## src/hw/sbs_defs.svh

```systemverilog
// Register offsets, field positions, reset values and timing counts
`ifndef SBS_DEFS_SVH
`define SBS_DEFS_SVH
`define SBS_OFS_CONTROL_ONE   4'h0
`define SBS_OFS_CONTROL_TWO   4'h1
`define SBS_OFS_RATE          4'h2
`define SBS_OFS_STATUS        4'h3
`define SBS_OFS_DATA          4'h5
`define SBS_OFS_IRQ_STATUS    4'h6
`define SBS_OFS_IRQ_MASK      4'h7
`define SBS_BIT_RX_COMPLETE   7
`define SBS_BIT_TX_EMPTY      5
`define SBS_BIT_MODE_FAULT    4
`define SBS_BIT_IRQ_EN        7
`define SBS_BIT_ENABLE        6
`define SBS_BIT_MASTER        4
`define SBS_BIT_FAULT_DET     4
`define SBS_CONTROL_ONE_RST   8'h04
`define SBS_CONTROL_TWO_RST   8'h00
`define SBS_RATE_RST          8'h00
`define SBS_IRQ_MASK_RST      8'h00
`define SBS_BITS_PER_BYTE     4'h8
`endif

```

## src/hw/sbs_pkg.sv

```systemverilog
// Types shared by the baud and status block
package sbs_pkg;
	typedef struct packed {
		logic [3:0] addr;
		logic [7:0] wdata;
		logic       wr;
		logic       rd;
	} sbs_bus_s;
	typedef enum logic [2:0] {
		SBS_IDLE = 3'b001,
		SBS_HALF = 3'b010,
		SBS_SHIFT = 3'b100
	} sbs_state_e;
endpackage : sbs_pkg

```

## src/hw/sbs_core.sv

```systemverilog
// Serial rate generator and transfer status flags
// Operation
// - As master the serial clock is the bus clock divided by 2 to 2048, set by two 3-bit fields.
// - The divisor is (preselection + 1) times two to the power (selection + 1).
// - Status is readable at any time and writes to it change nothing.
// - Receive-complete in bit 7 sets when a received byte reaches the data buffer.
// - Receive-complete clears on a status read that saw it set, then a data read.
// - Transmit-empty in bit 5 is one while the transmit register is empty.
// - A status read seeing transmit-empty then a data write loads the byte and clears it.
// - A data write without that preceding status read is ignored.
// - Mode-fault in bit 4 sets when slave select falls on a master with detection on.
// - Mode-fault clears on a status read that saw it set, then a control one write.
// - A mode fault drops master select, disables outputs, aborts, and may interrupt.
// - Unserviced receive-complete keeps the first byte and drops later bytes.
`timescale 1ns/1ps
`include "sbs_defs.svh"
module sbs_core
	import sbs_pkg::*;
(
	// Clock and reset
	input  wire logic       clk,
	input  wire logic       rst_n,
	// Register port
	input  wire sbs_bus_s   bus,
	output logic [7:0]      rdata,
	// Serial pins
	input  wire logic       sclk_in,
	output logic            sclk_out,
	output logic            sclk_oe_n,
	input  wire logic       ss_in_n,
	// Shift engine side
	input  wire logic       rx_done,
	input  wire logic [7:0] rx_byte,
	output logic [7:0]      tx_byte,
	output logic            tx_load,
	output logic            xfer_abort,
	// Interrupt
	output logic            irq
);
	// ==========================================================
	// Registers and synchronisers
	logic [7:0]  control_one, control_two, rate, irq_status, irq_mask, rx_buf;
	logic        rx_complete_flag, tx_empty_flag, mode_fault_flag;
	logic        armed_rx, armed_tx, armed_mf;
	logic [1:0]  ss_sync, sck_sync;
	logic        sck_prev;
	logic [10:0] div_cnt;
	logic [3:0]  edge_cnt;
	sbs_state_e  state;
	logic        master_select, mode_fault_detect_en, serial_irq_enable;
	logic        wr_ctl1, wr_data, rd_data, rd_stat, fault_evt, ss_prev;
	logic [11:0] divisor;
	logic [10:0] half_div;
	logic        sck_rise;

	assign master_select        = control_one[`SBS_BIT_MASTER];
	assign serial_irq_enable    = control_one[`SBS_BIT_IRQ_EN];
	assign mode_fault_detect_en = control_two[`SBS_BIT_FAULT_DET];
	assign wr_ctl1 = bus.wr && bus.addr == `SBS_OFS_CONTROL_ONE;
	assign wr_data = bus.wr && bus.addr == `SBS_OFS_DATA;
	assign rd_data = bus.rd && bus.addr == `SBS_OFS_DATA;
	assign rd_stat = bus.rd && bus.addr == `SBS_OFS_STATUS;
	// Falling slave select seen on the second synchroniser stage only
	assign fault_evt = master_select && mode_fault_detect_en && ss_prev && !ss_sync[1];

	always_ff @(posedge clk) begin
		if (!rst_n) begin
			ss_sync  <= 2'h3;
			sck_sync <= 2'h0;
			ss_prev  <= 1'b1;
			sck_prev <= 1'b0;
		end else begin
			ss_sync  <= {ss_sync[0], ss_in_n};
			sck_sync <= {sck_sync[0], sclk_in};
			ss_prev  <= ss_sync[1];
			sck_prev <= sck_sync[1];
		end
	end
	// Slave edge seen on the link clock, used only by a cover
	assign sck_rise = sck_sync[1] && !sck_prev;

	// ==========================================================
	// Control registers
	always_ff @(posedge clk) begin
		if (!rst_n) begin
			control_one <= `SBS_CONTROL_ONE_RST;
			control_two <= `SBS_CONTROL_TWO_RST;
			rate        <= `SBS_RATE_RST;
			irq_mask    <= `SBS_IRQ_MASK_RST;
		end else begin
			if (fault_evt)
				control_one[`SBS_BIT_MASTER] <= 1'b0;
			else if (wr_ctl1)
				control_one <= bus.wdata;
			if (bus.wr && bus.addr == `SBS_OFS_CONTROL_TWO)
				control_two <= bus.wdata;
			if (bus.wr && bus.addr == `SBS_OFS_RATE)
				rate <= {1'b0, bus.wdata[6:4], 1'b0, bus.wdata[2:0]};
			if (bus.wr && bus.addr == `SBS_OFS_IRQ_MASK)
				irq_mask <= bus.wdata;
		end
	end

	// ==========================================================
	// Status flags; the set wins over a clear, except transmit-empty where a data load clear wins over the set
	always_ff @(posedge clk) begin
		if (!rst_n) begin
			rx_complete_flag <= 1'b0;
			tx_empty_flag    <= 1'b1;
			mode_fault_flag  <= 1'b0;
			armed_rx <= 1'b0;
			armed_tx <= 1'b0;
			armed_mf <= 1'b0;
			rx_buf   <= 8'h00;
			tx_byte  <= 8'h00;
			tx_load  <= 1'b0;
		end else begin
			tx_load <= 1'b0;
			if (rd_stat) begin
				armed_rx <= rx_complete_flag;
				armed_tx <= tx_empty_flag;
				armed_mf <= mode_fault_flag;
			end
			if (rx_done && !rx_complete_flag) begin
				rx_buf           <= rx_byte;
				rx_complete_flag <= 1'b1;
			end else if (rd_data && armed_rx) begin
				rx_complete_flag <= 1'b0;
				armed_rx         <= 1'b0;
			end
			if (wr_data && armed_tx && tx_empty_flag) begin
				tx_byte       <= bus.wdata;
				tx_load       <= 1'b1;
				tx_empty_flag <= 1'b0;
				armed_tx      <= 1'b0;
			end else if (rx_done && !tx_empty_flag) begin
				tx_empty_flag <= 1'b1;
			end
			if (fault_evt)
				mode_fault_flag <= 1'b1;
			else if (wr_ctl1 && armed_mf) begin
				mode_fault_flag <= 1'b0;
				armed_mf        <= 1'b0;
			end
		end
	end

	// ==========================================================
	// Interrupt status, write one to clear
	always_ff @(posedge clk) begin
		if (!rst_n) begin
			irq_status <= 8'h00;
		end else begin
			for (int i = 0; i < 8; i++) begin
				if (bus.wr && bus.addr == `SBS_OFS_IRQ_STATUS && bus.wdata[i])
					irq_status[i] <= 1'b0;
			end
			if (rx_done && !rx_complete_flag)
				irq_status[`SBS_BIT_RX_COMPLETE] <= 1'b1;
			if (wr_data && armed_tx && tx_empty_flag)
				irq_status[`SBS_BIT_TX_EMPTY] <= 1'b1;
			if (fault_evt)
				irq_status[`SBS_BIT_MODE_FAULT] <= 1'b1;
		end
	end
	assign irq = serial_irq_enable && |(irq_status & irq_mask);

	// ==========================================================
	// Rate generator
	// Shift amount kept four bits wide so a selection of seven shifts by eight, reaching 2048 at preselection seven
	assign divisor  = 12'({9'h000, rate[6:4]} + 12'h001) << ({1'b0, rate[2:0]} + 4'h1);
	assign half_div = 11'(divisor >> 1);

	always_ff @(posedge clk) begin
		if (!rst_n) begin
			state      <= SBS_IDLE;
			div_cnt    <= 11'h000;
			edge_cnt   <= 4'h0;
			sclk_out   <= 1'b0;
			xfer_abort <= 1'b0;
		end else begin
			xfer_abort <= 1'b0;
			if (fault_evt || !master_select) begin
				if (state != SBS_IDLE)
					xfer_abort <= fault_evt;
				state    <= SBS_IDLE;
				sclk_out <= 1'b0;
				edge_cnt <= 4'h0;
				div_cnt  <= 11'h000;
			end else begin
				unique case (state)
					SBS_IDLE: begin
						if (tx_load) begin
							state   <= SBS_HALF;
							div_cnt <= 11'h000;
						end
					end
					SBS_HALF: begin
						if (div_cnt == half_div - 11'h001) begin
							div_cnt  <= 11'h000;
							state    <= SBS_SHIFT;
							edge_cnt <= 4'h0;
						end else
							div_cnt <= div_cnt + 11'h001;
					end
					SBS_SHIFT: begin
						if (div_cnt == half_div - 11'h001) begin
							div_cnt  <= 11'h000;
							sclk_out <= !sclk_out;
							if (sclk_out)
								edge_cnt <= edge_cnt + 4'h1;
							if (sclk_out && edge_cnt == `SBS_BITS_PER_BYTE - 4'h1)
								state <= SBS_IDLE;
						end else
							div_cnt <= div_cnt + 11'h001;
					end
				endcase
			end
		end
	end
	// Outputs driven only as master; slave relies on a legal remote rate
	assign sclk_oe_n = !master_select;

	// ==========================================================
	// Read port
	always_ff @(posedge clk) begin
		if (!rst_n) begin
			rdata <= 8'h00;
		end else if (bus.rd) begin
			unique case (bus.addr)
				`SBS_OFS_CONTROL_ONE: rdata <= control_one;
				`SBS_OFS_CONTROL_TWO: rdata <= control_two;
				`SBS_OFS_RATE:        rdata <= rate;
				`SBS_OFS_STATUS:      rdata <= {rx_complete_flag, 1'b0, tx_empty_flag,
					mode_fault_flag, 4'h0};
				`SBS_OFS_DATA:        rdata <= rx_buf;
				`SBS_OFS_IRQ_STATUS:  rdata <= irq_status;
				`SBS_OFS_IRQ_MASK:    rdata <= irq_mask;
				default:              rdata <= 8'h00;
			endcase
		end else
			rdata <= 8'h00;
	end
endmodule : sbs_core

```

## config.mk

```make
export PLATFORM = sky130hd
export DESIGN_NAME = sbs_core
export DESIGN_NICKNAME = d
export VERILOG_FILES = /design/src/hw/sbs_pkg.sv /design/src/hw/sbs_core.sv
export VERILOG_INCLUDE_DIRS = /design/src /design/src/hw
export SDC_FILE = /design/constraint.sdc
export NUM_CORES = 1
export LEC_CHECK = 0
export ABC_AREA = 1
export BUFFER_PORTS_ARGS = -buffer_cell sky130_fd_sc_hd__clkbuf_2
export CORE_MARGIN = 5
export CORE_UTILIZATION = 59
export DETAILED_ROUTE_END_ITERATION = 12
export PLACE_DENSITY = 0.78
export SETUP_SLACK_MARGIN = 0.5
export SLEW_MARGIN = 20
export SYNTH_ARGS = -nofsm -noshare
export SYNTH_HDL_FRONTEND = slang
export SYNTH_SLANG_ARGS = --single-unit
```

## constraint.sdc

```tcl
create_clock -name clk -period 3.1 [get_ports clk]
set_clock_uncertainty 0.05 [all_clocks]
set_input_delay 0.465 -clock clk [delete_from_list [all_inputs] [get_ports clk]]
set_output_delay 0.465 -clock clk [all_outputs]
set_load 0.05 [all_outputs]
```

==> metrics.md <==
| Metric | Value |
|---|---|
| Worst-case vdd ir drop | `0.338 mV` |
| Port Buffers | `46` |
| Layout cells sized above 1 | `25.4%` |
| CTS tree | `done` |
| Starting DRT DRC Count | `347` |
| Synthesized flop and latch total | `87` |
| Area growth, synth to finish | `24.1%` |
| Hold WC Path Type | `in2reg` |
| Post-Layout Cell Count | `828` |
| Sequential share of the synthesized area | `38.8%` |
| Clock Root Buffer | `clkbuf_8` |
| Gpl congestion | `0.911` |
| Cells after synthesis | `652` |
| Period utilisation layout | `89.8%` |
| Power per Cell Area | `441 mW/mm^2` |
| Crit path top cell by count | `nand2_8` |
| CP Class | `reg2reg` |
| Largest net degree at the start of global routing | `46` |
| Status | `finished, final reports clean` |
| Post-DP Area | `0.00485 mm^2` |
| Fin Setup TNS | `0 ns` |
| Hold_buf cts | `0` |
| Ys flop type | `dfxtp_1` |
| CP endpoint kind | `flop` |
| DR vias | `4695` |
| Max Cap Viol | `0` |
| Total power after layout | `2.46 mW` |
| Post-synth ARST share | `0%` |
| Chip height | `97.3 um` |
| DP HPWL | `8.36 mm` |
| Switching fraction of total power | `28.5%` |
| Count of final hold-check violations | `0` |
| Fillers | `521` |
| Row count | `31` |
| Initial Utilization | `61.3%` |
| Post-route ant nets | `0` |
| Post-synth EDFFs | `0` |
| Gr usage total | `25.3%` |
| CTS max path bufs | `2` |
| Worst-path cell chain | `ha_4 > inv_1 > nand2_2 > nand3_4 > nand3_4 > buf_4 > nand3_1 > nand2_2 > nor2_2 > nand2_1 > nor2_2 > nand3b_1 > nand3_2 > nor2_4 > buf_4 > nand2_8 > nand2_8 > nand2_8 > clkinvlp_4 > nor2_1` |
| Fmax | `359 MHz` |
| WP data required | `3.35 ns` |
| Mapped Avg Cell Area | `6.89 um^2` |
| First-pass GRT wire length | `20.2 mm` |
| Logic pwr share | `15.2%` |
| Drt pass-1 iters | `5` |
| Final setup violation count | `0` |
| Slowest-stage cell, CP | `dfxtp_4` |
| Core ar. | `0.00733 mm^2` |
| Synthesized area | `0.00449 mm^2` |
| P_sw | `0.702 mW` |
| WHS Path Cells | `2` |
| I/O pin count | `48` |
| Initial antenna violation count | `0` |
| CP Buf/Inv Count | `4` |
| Inst Count DP | `789` |
| CTS sink cnt | `87` |
| Critical path's top delay family | `simple AND/OR/NAND/NOR gates` |
| P_int | `1.76 mW` |
| Gr ovfl total | `0` |
| CP arrival | `3.04 ns` |
| Storage element area | `0.00176 mm^2` |
| Cells on worst reg2reg path | `20` |
| Die area | `0.00946 mm^2` |
| Slowest stage delay, CP | `0.38 ns` |
| Leakage | `2.37 nW` |
| Cell depth of the worst setup path | `20` |
| Antenna diodes | `0` |
| Netlist cell types | `35` |
| Slew Limit Fails | `0` |
| Clock Latency Late Sink | `0.36 ns` |
| Design area | `0.00558 mm^2` |
| Post-DR vias/cell | `5.67` |
| Largest fanout on the critical path | `4` |
| Final min period | `2.78 ns` |
| DRC Markers | `0` |
| CTS Buf Count | `9` |
| Critical Path Source Type | `flop` |
| Layout Nets | `756` |
| Synth Net Count | `684` |
| Power share of the clock group | `38.1%` |
| Die X | `97.3 um` |
| H-tree depth | `3` |
| Worst-margin pin slew | `0.563 ns` |
| Slew HR | `62.2%` |
| Share of power burned in registers | `46.7%` |
| CTS clk-pin slew, worst paths | `0.10 ns` |
| Area of the multi-input gates | `0.00260 mm^2` |
| Number of global-route vias before repair | `4298` |
| Synth warn | `0` |
| Fin util | `76.1%` |
| DR WL/cell | `15.2 um` |
| Final wirelength | `12.6 mm` |
| RSZ-0062 raised after global routing | `yes` |
-- cell families after synthesis --
family | after synthesis | synth area share [%]
fa+ha+maj | 5 | 1.39
simple gates | 331 | 35.6
buf+inv | 108 | 9.05
compound gates | 119 | 14.8
flops | 87 | 38.8
xor+xnor | 2 | 0.390
-- cells in the final DEF, fill, tap and decap left out, types with 11 or more instances in the layout --
master	count
nor2_4	11
nand3_2	13
nand4_1	12
o21ai_0	45
nand2_1	119
nor2_2	11
clkbuf_2	46
dfxtp_1	82
nand3_1	48
nand2_2	19
a21oi_1	44
inv_1	83
nor2_1	66
buf_4	24
-- layer usage --
metal	vias up	global-route usage, %	routed length [um]
met5	-	0	0
met4	0	7.03	248
met3	29	4.24	1060
met2	215	41.0	5940
met1	2168	34.9	5370
li1	2283	-	-
-- layout make-up --
class	count	area share [%]
flip-flops and latches	87	31.5
clock inverters	7	2.02
well taps	99	2.22
inverters	93	6.62
repair buffers	75	8.68
repair inverters	1	0.135
clock buffers	9	2.22
multi-input cells	457	46.6
-- synthesized netlist by cell type, types with 9 or more instances --
| master | count | area [um^2] |
|---|---|---|
| a21oi_1 | 45 | 225 |
| clkbuf_1 | 14 | 52.6 |
| dfxtp_1 | 87 | 1740 |
| inv_1 | 86 | 323 |
| nand2_1 | 130 | 488 |
| nand2_2 | 16 | 100 |
| nand3_1 | 55 | 275 |
| nand3_2 | 12 | 120 |
| nand4_1 | 12 | 75.1 |
| nor2_1 | 74 | 278 |
| o21ai_0 | 45 | 225 |
| o22ai_1 | 9 | 56.3 |
-- path summary, 6_finish.rpt --
path,startpoint,endpoint,slack [ns]
min,ss_in_n,ss_sync[0]$_SDFF_PN1_,0.24
min reg2reg,ss_sync[0]$_SDFF_PN1_,ss_sync[1]$_SDFF_PN1_,0.36
max reg2reg,rate[5]$_SDFFE_PN0P_,div_cnt[9]$_SDFFE_PP0N_,0.32
max,rate[5]$_SDFFE_PN0P_,div_cnt[9]$_SDFFE_PP0N_,0.32
-- worst register-to-register path, cell delays in order, from the launching register on --
cell and delay [ns]:
dfxtp_4 0.38, ha_4 0.16, inv_1 0.08, nand2_2 0.09, nand3_4 0.10, nand3_4 0.10, buf_4 0.14, nand3_1 0.10
nand2_2 0.12, nor2_2 0.14, nand2_1 0.09, nor2_2 0.11, nand3b_1 0.16, nand3_2 0.14, nor2_4 0.04, buf_4 0.15
nand2_8 0.08, nand2_8 0.08, nand2_8 0.10, clkinvlp_4 0.18, nor2_1 0.13
-- sequential cells by signal, indices dropped and copies added (netlist names), 2 cells and up --
| signal | count |
|---|---|
| control_one | 8 |
| irq_status | 3 |
| rdata | 8 |
| rate | 6 |
| state | 3 |
| div_cnt | 11 |
| edge_cnt | 4 |
| ss_sync | 2 |
| irq_mask | 8 |
| control_two | 8 |
| tx_byte | 8 |
| rx_buf | 8 |
-- repair_timing --
| item | 4_1_cts | 5_1_grt |
|---|---|---|
| setup endpoints to repair | 19 | 19 |
| pin swaps | 16 | 34 |
| endpoints found under the hold margin | 0 | 0 |
| cloned | 1 | 0 |
| setup buffers | 11 | 11 |
| gates resized for setup | 26 | 45 |
-- power by group through the flow --
stage | sequential [mW] | combinational, mW | clock (mW)
floorplan | 1.18 | 0.198 | 0
global placement | 1.17 | 0.261 | 0
detailed placement | 1.17 | 0.268 | 0
CTS | 1.15 | 0.305 | 0.944
global route | 1.15 | 0.403 | 0.996
finish | 1.15 | 0.374 | 0.938
-- stage by stage --
stage	setup slack [ns]	hold WS, ns
finish	0.317	0.236
global route	0.212	0.239
CTS	0.455	0.231
detailed placement	0.0658	0.349
global placement	0.186	0.345
floorplan	0.502	0.342
(Power assumes the default switching activity.)
